===== config.mk =====
export PLATFORM = sky130hd
export DESIGN_NAME = system_instruction_unit
export DESIGN_NICKNAME = d
export VERILOG_FILES = /design/src/hdl/siu_pkg.sv /design/src/hdl/system_instruction_unit.sv
export SDC_FILE = /design/constraint.sdc
export NUM_CORES = 1
export LEC_CHECK = 0
export ABC_AREA = 0
export BUFFER_PORTS_ARGS = -buffer_cell sky130_fd_sc_hd__buf_2
export CORE_ASPECT_RATIO = 2
export CORE_MARGIN = 4
export CORE_UTILIZATION = 45
export DETAILED_ROUTE_END_ITERATION = 10
export GPL_ROUTABILITY_DRIVEN = 0
export PLACE_DENSITY = 0.76
export SYNTH_ARGS = -nofsm -noshare
export SYNTH_HDL_FRONTEND = slang
export SYNTH_SLANG_ARGS = --single-unit

===== constraint.sdc =====
create_clock -name mclk -period 1.8 [get_ports mclk]
set_input_delay 0.18 -clock mclk [delete_from_list [all_inputs] [get_ports mclk]]
set_output_delay 0.18 -clock mclk [all_outputs]
set_load 0.1 [all_outputs]

===== src/hdl/siu_pkg.sv =====
// Purpose: Constants and types for the system instruction unit
// Assumes: One instruction is offered per cycle with a valid strobe
// Notes:   Operation
// Operation
// - Move-from-special copies selected special register; interrupt and execution status views read zero.
// - Reading the base-priority-raise name returns the base priority mask.
// - Unprivileged move-to-special reaches only application status; privileged reaches all.
// - Unprivileged writes to unallocated or execution-state bits are discarded.
// - Raise write updates base mask only if nonzero and mask zero or smaller.
// - Flags, ge, or both selectors accepted; bare name means flags selector.
// - Application flags are set directly from source register bits.
// - No-operation has no effect and costs no cycle.
// - Send-event broadcasts an event and sets the local event register.
// - Supervisor-call raises its exception; the 8-bit immediate is not interpreted.
// - Wait-for-event with event register set clears it and continues.
// - Wait-for-event with event clear sleeps until exception, pend, debug or event.
// - Wait-for-interrupt sleeps until taken interrupt, masked pend or debug request.
// - All accept a condition; only move-to-special alters the flags.
package siu_pkg;
   typedef enum logic [3:0] {
      SIU_OP_NOP, SIU_OP_MOVE_FROM, SIU_OP_MOVE_TO, SIU_OP_SEND_EVT, SIU_OP_SUP_CALL,
      SIU_OP_WAIT_EVT, SIU_OP_WAIT_INT, SIU_OP_OTHER
   } siu_op_t;

   typedef enum logic [3:0] {
      SIU_SR_APP, SIU_SR_INT, SIU_SR_EXEC, SIU_SR_INT_EXEC, SIU_SR_INT_APP,
      SIU_SR_EXEC_APP, SIU_SR_PROG_STAT, SIU_SR_MAIN_SP, SIU_SR_PROC_SP, SIU_SR_ALL_PRIO,
      SIU_SR_BASE_PRIO, SIU_SR_BASE_RAISE, SIU_SR_FAULT_PRIO, SIU_SR_CONTROL,
      SIU_SR_APP_GE, SIU_SR_APP_FLAGS_GE
   } siu_sreg_t;

   typedef struct packed {
      siu_op_t   op;
      siu_sreg_t sreg;
      logic      condPass;
      logic [7:0] imm;
      logic [31:0] srcGpr;
   } siu_instr_t;

   typedef struct packed {
      logic excPending;
      logic excUnmasked;
      logic intTaken;
      logic intPrimaskPend;
      logic debugReq;
      logic debugEn;
      logic extEvent;
      logic sendEventOnPend;
   } siu_wake_t;

   localparam int          SIU_FLAGS_LSB = 27;
   localparam int          SIU_GE_LSB    = 16;
   localparam logic [31:0] SIU_FLAGS_MSK = 32'hf800_0000;
   localparam logic [31:0] SIU_GE_MSK    = 32'h000f_0000;
   localparam logic [7:0]  SIU_PRI_RST   = 8'h00;
   localparam logic [31:0] SIU_WORD_RST  = 32'h0000_0000;
   localparam logic [1:0]  SIU_CTRL_RST  = 2'h0;
endpackage


===== src/hdl/system_instruction_unit.sv =====
// Purpose: Executes move-special, hint, event, wait and supervisor-call operations
// Assumes: Decoder supplies selector, condition result and source operand
// Notes:   Wake inputs come from the same clock domain
`timescale 1ns/1ps
module system_instruction_unit
   import siu_pkg::*;
(
   input  wire logic        mclk,
   input  wire logic        reset_n,
   input  wire logic        instrValid,
   input  wire siu_instr_t  instr,
   input  wire logic        privileged,
   input  wire siu_wake_t   wake,
   output logic             instrReady,
   output logic [31:0]      rdData,
   output logic             rdValid,
   output logic [31:0]      appStatus,
   output logic [31:0]      mainStackPtr,
   output logic [31:0]      procStackPtr,
   output logic             allPrioMask,
   output logic [7:0]       basePrioMask,
   output logic             faultPrioMask,
   output logic [1:0]       control,
   output logic             eventReg,
   output logic             eventBroadcast,
   output logic             supCallRaise,
   output logic [7:0]       supCallImm,
   output logic             sleeping
);
   typedef enum logic {SIU_RUN, SIU_SLEEP} siu_state_t;
   siu_state_t state_ff;
   logic       waitInt_ff, ready_ff, sleep_ff;
   logic [31:0] appStatus_ff, mainSp_ff, procSp_ff, rdData_ff, nxt_app;
   logic [7:0]  supImm_ff, base_priority_mask_ff;
   logic        prim_ff, fault_ff, event_ff, rdValid_ff, bcast_ff, supCall_ff;
   logic [1:0]  ctrl_ff;

   wire logic run        = (state_ff == SIU_RUN);
   wire logic go         = instrValid && run && instr.condPass;
   wire logic isMoveFrom = go && instr.op == SIU_OP_MOVE_FROM;
   wire logic isMoveTo   = go && instr.op == SIU_OP_MOVE_TO;
   wire logic isSendEvt  = go && instr.op == SIU_OP_SEND_EVT;
   wire logic isSupCall  = go && instr.op == SIU_OP_SUP_CALL;
   wire logic isWaitEvt  = go && instr.op == SIU_OP_WAIT_EVT;
   wire logic isWaitInt  = go && instr.op == SIU_OP_WAIT_INT;
   wire logic [7:0] src8 = instr.srcGpr[7:0];
   // Application selectors are open to everyone, the rest need privilege
   wire logic appSel = instr.sreg == SIU_SR_APP || instr.sreg == SIU_SR_APP_GE ||
                       instr.sreg == SIU_SR_APP_FLAGS_GE;
   wire logic wrOk   = isMoveTo && (appSel || privileged);
   wire logic flagWr = instr.sreg == SIU_SR_APP || instr.sreg == SIU_SR_APP_FLAGS_GE;
   wire logic geWr   = instr.sreg == SIU_SR_APP_GE || instr.sreg == SIU_SR_APP_FLAGS_GE;
   wire logic raiseOk = src8 != 8'h00 &&
                        (base_priority_mask_ff == 8'h00 || src8 < base_priority_mask_ff);
   wire logic wakeEvt = wake.excUnmasked || (wake.excPending && wake.sendEventOnPend) ||
                        (wake.debugReq && wake.debugEn) || wake.extEvent;
   wire logic wakeInt = wake.intTaken || wake.intPrimaskPend || wake.debugReq;
   wire logic wakeNow = waitInt_ff ? wakeInt : wakeEvt;

   // Only allocated flag bits are written, the rest stay zero
   always_comb begin
      nxt_app = appStatus_ff;
      if (wrOk && flagWr) begin
         nxt_app = (nxt_app & ~SIU_FLAGS_MSK) | (instr.srcGpr & SIU_FLAGS_MSK);
      end
      if (wrOk && geWr) begin
         nxt_app = (nxt_app & ~SIU_GE_MSK) | (instr.srcGpr & SIU_GE_MSK);
      end
   end

   function automatic logic [31:0] rd_sel(input siu_sreg_t s);
      case (s)
         SIU_SR_APP, SIU_SR_INT_APP, SIU_SR_EXEC_APP, SIU_SR_PROG_STAT: rd_sel = appStatus_ff;
         SIU_SR_INT, SIU_SR_EXEC, SIU_SR_INT_EXEC: rd_sel = SIU_WORD_RST;
         SIU_SR_MAIN_SP:       rd_sel = mainSp_ff;
         SIU_SR_PROC_SP:       rd_sel = procSp_ff;
         SIU_SR_ALL_PRIO:      rd_sel = {31'h0, prim_ff};
         SIU_SR_BASE_PRIO, SIU_SR_BASE_RAISE: rd_sel = {24'h0, base_priority_mask_ff};
         SIU_SR_FAULT_PRIO:    rd_sel = {31'h0, fault_ff};
         SIU_SR_CONTROL:       rd_sel = {30'h0, ctrl_ff};
         default:              rd_sel = SIU_WORD_RST;
      endcase
   endfunction

   always_ff @(posedge mclk or negedge reset_n) begin
      if (!reset_n) begin
         state_ff <= SIU_RUN;
         waitInt_ff <= 1'b0;
         ready_ff <= 1'b1;
         sleep_ff <= 1'b0;
         appStatus_ff <= SIU_WORD_RST;
         mainSp_ff <= SIU_WORD_RST;
         procSp_ff <= SIU_WORD_RST;
         prim_ff <= 1'b0;
         fault_ff <= 1'b0;
         base_priority_mask_ff <= SIU_PRI_RST;
         ctrl_ff <= SIU_CTRL_RST;
      end else begin
         appStatus_ff <= nxt_app;
         if (wrOk && instr.sreg == SIU_SR_MAIN_SP) mainSp_ff <= instr.srcGpr;
         if (wrOk && instr.sreg == SIU_SR_PROC_SP) procSp_ff <= instr.srcGpr;
         if (wrOk && instr.sreg == SIU_SR_ALL_PRIO) prim_ff <= instr.srcGpr[0];
         if (wrOk && instr.sreg == SIU_SR_FAULT_PRIO) fault_ff <= instr.srcGpr[0];
         if (wrOk && instr.sreg == SIU_SR_CONTROL) ctrl_ff <= instr.srcGpr[1:0];
         if (wrOk && instr.sreg == SIU_SR_BASE_PRIO) base_priority_mask_ff <= src8;
         if (wrOk && instr.sreg == SIU_SR_BASE_RAISE && raiseOk) base_priority_mask_ff <= src8;
         case (state_ff)
            SIU_RUN: begin
               if ((isWaitEvt && !event_ff) || isWaitInt) begin
                  state_ff <= SIU_SLEEP;
                  waitInt_ff <= isWaitInt;
                  ready_ff <= 1'b0;
                  sleep_ff <= 1'b1;
               end
            end
            SIU_SLEEP: begin
               if (wakeNow) begin
                  state_ff <= SIU_RUN;
                  ready_ff <= 1'b1;
                  sleep_ff <= 1'b0;
               end
            end
            default: state_ff <= SIU_RUN;
         endcase
      end
   end

   // Event register: send-event sets, a consuming wait clears, an external event sets
   always_ff @(posedge mclk or negedge reset_n) begin
      if (!reset_n) begin
         event_ff <= 1'b0;
      end else if (isSendEvt || wake.extEvent) begin
         event_ff <= 1'b1;
      end else if (isWaitEvt && event_ff) begin
         event_ff <= 1'b0;
      end
   end

   always_ff @(posedge mclk or negedge reset_n) begin
      if (!reset_n) begin
         rdData_ff <= SIU_WORD_RST;
         rdValid_ff <= 1'b0;
         bcast_ff <= 1'b0;
         supCall_ff <= 1'b0;
         supImm_ff <= 8'h00;
      end else begin
         rdValid_ff <= isMoveFrom;
         if (isMoveFrom) rdData_ff <= rd_sel(instr.sreg);
         bcast_ff <= isSendEvt;
         supCall_ff <= isSupCall;
         if (isSupCall) supImm_ff <= instr.imm;
      end
   end

   // A no-operation simply retires in the cycle it is offered
   assign instrReady     = ready_ff;
   assign rdData         = rdData_ff;
   assign rdValid        = rdValid_ff;
   assign appStatus      = appStatus_ff;
   assign mainStackPtr   = mainSp_ff;
   assign procStackPtr   = procSp_ff;
   assign allPrioMask    = prim_ff;
   assign basePrioMask   = base_priority_mask_ff;
   assign faultPrioMask  = fault_ff;
   assign control        = ctrl_ff;
   assign eventReg       = event_ff;
   assign eventBroadcast = bcast_ff;
   assign supCallRaise   = supCall_ff;
   assign supCallImm     = supImm_ff;
   assign sleeping       = sleep_ff;

   property p_raise_rule;
      @(posedge mclk) disable iff (!reset_n)
      (wrOk && instr.sreg == SIU_SR_BASE_RAISE && !raiseOk) |=> $stable(base_priority_mask_ff);
   endproperty
   a_raise_rule: assert property (p_raise_rule) else $error("raise changed mask");

   property p_unpriv;
      @(posedge mclk) disable iff (!reset_n)
      (isMoveTo && !privileged && instr.sreg == SIU_SR_MAIN_SP) |=> $stable(mainSp_ff);
   endproperty
   a_unpriv: assert property (p_unpriv) else $error("unprivileged write landed");

   property p_status_zero;
      @(posedge mclk) disable iff (!reset_n)
      (isMoveFrom && instr.sreg == SIU_SR_INT) |=> rdValid && rdData == 32'h0;
   endproperty
   a_status_zero: assert property (p_status_zero) else $error("status view not zero");

   property p_alias;
      @(posedge mclk) disable iff (!reset_n)
      (isMoveFrom && instr.sreg == SIU_SR_BASE_RAISE) |=> rdData == {24'h0, base_priority_mask_ff};
   endproperty
   a_alias: assert property (p_alias) else $error("alias read wrong");

   property p_sev;
      @(posedge mclk) disable iff (!reset_n)
      isSendEvt |=> eventReg && eventBroadcast;
   endproperty
   a_sev: assert property (p_sev) else $error("send event missing");

   property p_evt_skip;
      @(posedge mclk) disable iff (!reset_n)
      (isWaitEvt && event_ff && !wake.extEvent) |=> !eventReg && !sleeping;
   endproperty
   a_evt_skip: assert property (p_evt_skip) else $error("event wait kept event");

   property p_int_wake;
      @(posedge mclk) disable iff (!reset_n)
      (sleeping && waitInt_ff && wake.intTaken) |=> !sleeping;
   endproperty
   a_int_wake: assert property (p_int_wake) else $error("interrupt wait stuck");

   property p_evt_wake;
      @(posedge mclk) disable iff (!reset_n)
      (sleeping && !waitInt_ff && wake.extEvent) |=> !sleeping;
   endproperty
   a_evt_wake: assert property (p_evt_wake) else $error("event wait stuck");

   property p_flags_only_move;
      @(posedge mclk) disable iff (!reset_n)
      !isMoveTo |=> $stable(appStatus_ff);
   endproperty
   a_flags_only_move: assert property (p_flags_only_move) else $error("flags changed");

   property p_sup_call;
      @(posedge mclk) disable iff (!reset_n)
      isSupCall |=> supCallRaise && supCallImm == $past(instr.imm);
   endproperty
   a_sup_call: assert property (p_sup_call) else $error("call not raised");
endmodule // system_instruction_unit


# ---- Yosys cells after proc, flatten, opt, wreduce, memory -nomap -nowiden
# Cells that the tools add are included.
dict set report op_classes {
  bitwise 3
  eq_ne 20
  reduce_logical 48
  muxes 17
  n_lt_le_gt_ge 1
}
# cell count
set ops {}
lappend ops {{32-bit case mux with 7 select lines} 1}
lappend ops {{32-bit two-way mux} 2}
lappend ops {{4-bit equality test (second input constant)} 8}
lappend ops {{27-bit by 32-bit OR with 32-bit output} 1}
lappend ops {{32-bit by 20-bit OR with 32-bit output} 1}
lappend ops {{4-bit by 3-bit equality test with 1-bit output (second input constant)} 7}
lappend ops {{1-bit logical AND} 24}
lappend ops {{8-bit two-way mux} 2}
lappend ops {{1-bit logical OR} 13}
lappend ops {{1-bit two-way mux} 9}
lappend ops {{4-bit by 2-bit equality test with 1-bit output (second input constant)} 2}
lappend ops {{8-bit zero test} 1}
lappend ops {{8-bit less-than comparator} 1}
lappend ops {{8-bit nonzero test} 1}
lappend ops {{1-bit case mux with 2 select lines} 3}
lappend ops {{2-bit nonzero test} 3}
lappend ops {{4-bit by 1-bit equality test with 1-bit output (second input constant)} 1}
lappend ops {{4-bit zero test} 1}
lappend ops {{2-bit by 1-bit != test with 1-bit output (second input constant)} 2}
lappend ops {{2-bit AND reduction} 2}
lappend ops {{4-bit OR reduction} 1}
lappend ops {{2-bit OR reduction} 1}
lappend ops {{1-bit zero test} 1}
lappend ops {{1-bit NOT} 1}
dict set report totals {
  inputBits 61
  register_bits 156
  output_inout_bits 154
  wordCells 107
}

# ---- Depth between registers and ports, before layout
dict set report depth {
  ltp_word 9
  depth_mapped 8
  ltp_nobuf 7
}

# ---- Worst setup path after synthesis
# Ideal clock, no wire load.
dict set report synth_path {
  kind {register to register}
  startpoint {reg base_priority_mask_ff[7] (netlist: basePrioMask[7])}
  endpoint {reg base_priority_mask_ff[0] (netlist: basePrioMask[0])}
  arrival_ns 2.531
  stages_incl_launch_ff 9
  t_required_ns 1.678
  path_buffers 1
  synth_period_minus_slack_ns 2.653
  path_slack_ns -0.853
  setup_ns 0.122
  path_cell_list {dfrtp_1 > inv_1 > ha_1 > a21oi_1 > o21ai_0 > a22o_1 > or3b_1 > buf_2 > a32o_1}
}
dict set report synth_via {
  elab_chain_cells 5
  elab_cells_between_ends 7
  cone_classes {order compare (1); mux (1); reduce/logical (5)}
}
# item line
set synth_lines {}
lappend synth_lines {{start, declared} system_instruction_unit.sv:34} ;# logic [7:0] supImm_ff, base_priority_mask_ff;
lappend synth_lines {{start signal, assigned} system_instruction_unit.sv:105} ;# if (wrOk && instr.sreg == SIU_SR_BASE_PRIO) base_priority_mask_ff <= src8;
lappend synth_lines {{start signal, assigned} system_instruction_unit.sv:106} ;# if (wrOk && instr.sreg == SIU_SR_BASE_RAISE && raiseOk) base_priority_mask_ff <= src8;
lappend synth_lines {{8-bit less-than comparator or 8-bit zero test (tied branches)} system_instruction_unit.sv:54} ;# (base_priority_mask_ff == 8'h00 || src8 < base_priority_mask_ff);
lappend synth_lines {{1-bit logical OR (*)} system_instruction_unit.sv:54}
lappend synth_lines {{1-bit logical AND (*)} system_instruction_unit.sv:53} ;# wire logic raiseOk = src8 != 8'h00 &&
lappend synth_lines {{1-bit logical AND (*)} system_instruction_unit.sv:106}
lappend synth_lines {{8-bit two-way mux or 2-bit nonzero test (tied branches)} n/a}
# Mark *: on every way between the ends. The rest lies on a longest branch, timed or not.
# A chain may end at the register's enable or synchronous reset.

# ---- Final worst setup path
dict set report layout_path {
  startpoint {reg base_priority_mask_ff[1] (netlist: basePrioMask[1])}
  endpoint {reg base_priority_mask_ff[6] (netlist: basePrioMask[6])}
}
# Same word-level chain as after synthesis.

==> impl_metrics.sql <==
INSERT INTO impl_metrics (metric_group, metric, value, unit) VALUES
('worst_hold_path', 'min-delay-start', 'instr[24]', ''),
('power_and_ir_drop', 'report.power.total', '8.448', 'mW'),
('floorplanning', 'die_height', '173.1', 'um'),
('cells_and_area', 'design.final.nets', '821', ''),
('sta', 'rsz0062_at_grt', 'true', ''),
('synth', 'ys.warnings.count', '0', ''),
('sta', 'maxSlewHeadroom', '57.40', '%'),
('sta', 'post-route-min-period', '2063', 'ps'),
('sta', 'post_route_clock_period_utilization', '114.6', '%'),
('sta', 'max_freq', '484.8', 'MHz'),
('setup_path', 'crit_path_start', 'basePrioMask[1]', ''),
('cells_and_area', 'postLayoutCoreUtil', '67.74', '%'),
('cts', 'clock_sink_count', '133', ''),
('setup_path', 'timing.rr.start', 'basePrioMask[1]', ''),
('status', 'run_status', 'complete, but fails checks', ''),
('synth', 'ys.flop_type', 'dfrtp_1', ''),
('grt', 'overall_track_demand_over_capacity_in_global_routing', '25.24', '%'),
('detailed_routing', 'vias_per_cell', '5.650', ''),
('floorplanning', 'coreArea', '0.01344', 'mm2'),
('sta', 'tightest_slew', '637.6', 'ps'),
('sta', 'fin_tns_setup', '-10150', 'ps'),
('sta', 'final_max_slew_viol_count', '0', ''),
('cts', 'cts.clk_slew.worst_paths', '60', 'ps'),
('setup_path', 'worst-setup-path-type', 'reg2reg', ''),
('setup_path', 'worstPathMaxFanout', '8', ''),
('power_and_ir_drop', 'power_density', '928.1', 'mW/mm2'),
('cells_and_area', 'layout-drive-gt1-share', '60.44', '%'),
('cells_and_area', 'fillers', '952', ''),
('setup_path', 'critical_path.endpoint_type', 'flop', ''),
('cells_and_area', 'area_growth_syn_to_layout', '48.47', '%'),
('setup_path', 'worstPathArrival', '2360', 'ps'),
('setup_path', 'crit_required', '2100', 'ps'),
('synth', 'ys_seq_area_share', '54.31', '%'),
('detailed_routing', 'num_vias', '5209', ''),
('cts', 'cts_root_buf', 'clkbuf_16', ''),
('flow_run', 'drv_cap', '0', ''),
('grt', 'grt_antenna_before_repair', '1', ''),
('grt', 'vias_in_the_first_global_route', '5682', ''),
('detailed_routing', 'wl', '19980', 'um'),
('synth', 'synthesis.area_per_instance', '12.64', 'um2'),
('place', 'post-dp-hpwl', '13040', 'um'),
('detailed_routing', 'drc', '0', ''),
('detailed_routing', 'first_iter_violations', '258', ''),
('sta', 'timing.final.hold_violations', '0', ''),
('floorplanning', 'die_width', '90.54', 'um'),
('floorplanning', 'site_rows', '60', ''),
('synth', 'synthCells', '485', ''),
('synth', 'postSynth.asyncResetShare', '100.0', '%'),
('sta', 'timing.final.setup_violations', '99', ''),
('sta', 'worst_clock_skew', '7.705', 'ps'),
('synth', 'synth_enable_flop_cells', '0', ''),
('grt', 'largest_net_degree_at_the_start_of_global_routing', '61', ''),
('synth', 'synthDistinctLibCells', '54', ''),
('sta', 'setup_ws', '-262.6', 'ps'),
('cts', 'cts_made_buffers', '17', ''),
('cts', 'cts_max_path_bufs', '2', ''),
('floorplanning', 'initial_utilization', '45.62', '%'),
('setup_path', 'cp-start-kind', 'flop', ''),
('power_and_ir_drop', 'max_rail_drop_vdd', '828.4', 'uV'),
('floorplanning', 'ios', '215', ''),
('cts', 'clkLatencyLatePin', '410', 'ps'),
('detailed_routing', 'wl_per_cell', '21.67', 'um'),
('status', 'failed_checks', 'negative setup slack', ''),
('synth', 'synthesis.area', '0.006131', 'mm2'),
('grt', 'wire_length_of_the_first_global_routing_pass', '30840', 'um'),
('cts', 'htree_num_levels', '4', ''),
('worst_hold_path', 'hold_path_class', 'in2reg', ''),
('synth', 'synth.ff_latch_count', '133', ''),
('detailed_routing', 'antenna_violating_nets_post_route', '0', ''),
('detailed_routing', 'detailedRoute.firstPassIterationCount', '5', ''),
('cts', 'cts_tree', 'built', ''),
('power_and_ir_drop', 'leakagePower', '4.652', 'nW'),
('place', 'port-buffer-count', '191', ''),
('grt', 'gr_overflow_total', '0', ''),
('floorplanning', 'die_area', '0.01567', 'mm2');
## metrics by stage
stage	instances	area, um2	setup slack [ps]	hold WS (ps)
6_report	922	9102	-262.6	20.34
5_1_grt	922	9102	-303.1	4.377
4_1_cts	922	9041	-211.0	2.491
3_5_place_dp	854	7607	-368.1	205.8
3_3_place_gp	854	7607	-274.5	197.7
2_1_floorplan	507	6335	-366.0	-115.6
## sequential cells by signal, summed over array words and instances (netlist names), 2 cells and up
register / flops
basePrioMask: 8
appStatus: 9
procStackPtr: 32
supCallImm: 8
control: 2
rdData: 32
mainStackPtr: 32
## layout by cell type (no fill, tap or decap), drive strengths merged, types with 2 or more instances in the layout
cell and instances:
o21ai 34, nor4b 2, conb 23, dlygate4sd3 11, clkbuf 17, and2 3
nor4 5, ha 7, dfrtp 132, mux2 86, nor2 7, inv 18
a222oi 9, clkinv 5, and3 3, nand4b 2, nor3 2, o21a 2
a21oi 11, or3 2, nand4 5, buf 270, a22oi 17, nor3b 5
a31oi 2, nand2 44, bufinv 2, a211o 3, a22o 7, nand2b 2
nand3 4, a32o 8
## cell families (layout without fill, tap and decap cells)
kind of cell	after synthesis	count (layout)	synth area share (%)
buf+inv	66	324	6.857
mux	87	87	15.96
other cells	1	24	0.06117
xor+xnor	1	1	0.1429
simple gates	90	90	7.755
flops	133	133	54.31
compound gates	99	100	13.33
fa+ha+maj	8	8	1.592
## cells in the mapped netlist (all sizes together), types with 2 or more instances
cell type  instances  area share (%)
a22oi             17             2.1
ha                 7             1.4
buf               44             5.5
or3                2            0.20
and3               3            0.31
a21oi             11            0.90
inv               11            0.67
a32o               8             1.3
and2               3            0.31
a22o               7             1.0
mux2              86              16
nand2b             2            0.20
nand4              5            0.51
nor2               7            0.43
a211o              2            0.43
clkbuf            11            0.67
o21ai             34             4.6
nand2             44             2.7
nor4               5            0.61
a31oi              2            0.20
nor3b              5            0.78
nor3               2            0.16
o21a               2            0.24
nand3              4            0.33
nor4b              2            0.29
nand4b             2            0.29
dfrtp            132              54
a222oi             9             1.5
## worst max-delay path: stages, from the launching register on
cell and delay [ps]:
dfrtp_4 510, inv_4 70, ha_4 190, a2111oi_4 370, nor4b_4 100, or3b_4 460, a32o_1 250
## metal layers
| metal | part of all wire (%) | GRT usage, % | vias to the layer above |
|---|---|---|---|
| met1 | 34 | 25.42 | 2641 |
| li1 | - | - | 2267 |
| met5 | 0 | 0 | - |
| met4 | 4.3 | 13.24 | 0 |
| met2 | 57 | 48.40 | 243 |
| met3 | 4.6 | 4.049 | 58 |
## repair_timing
action                     in CTS  in global routing
hold endpoints to repair       64                  1
resized for setup             100                 28
setup buffers                  16                  4
hold buffers                   10                  1
pin swaps                      17                  7
setup endpoints to repair     107                113
gates cloned                   10                  0
## final cells by class
class                           instances  area (um2)  share of cell area (%)
Inverter                               11       43.79                  0.4811
Clock inverter                         15       167.7                   1.842
Multi-Input combinational cell        309        2915                   32.03
Tap cell                              155       193.9                   2.131
Antenna cell                            1       2.502                 0.02749
Timing Repair Buffer                  281        1994                   21.91
Sequential cell                       133        3359                   36.91
Clock buffer                           17       425.4                   4.674
## where the power goes
group          switching (mW)  total [mW]  internal [mW]
Clock                    1.41        3.48           2.08
Combinational            1.38        1.77          0.396
Sequential             0.0776        3.19           3.11
## final timing paths
path	to	slack, ps	cells after the start
min reg2reg	rdData[20]	470	2
max in group asynchronous	procStackPtr[9]	860	3
max	basePrioMask[6]	-260	6
min in group asynchronous	rdValid	310	2
min	mainStackPtr[24]	20	2
max reg2reg	basePrioMask[6]	-260	6
(Power assumes the default switching activity.)
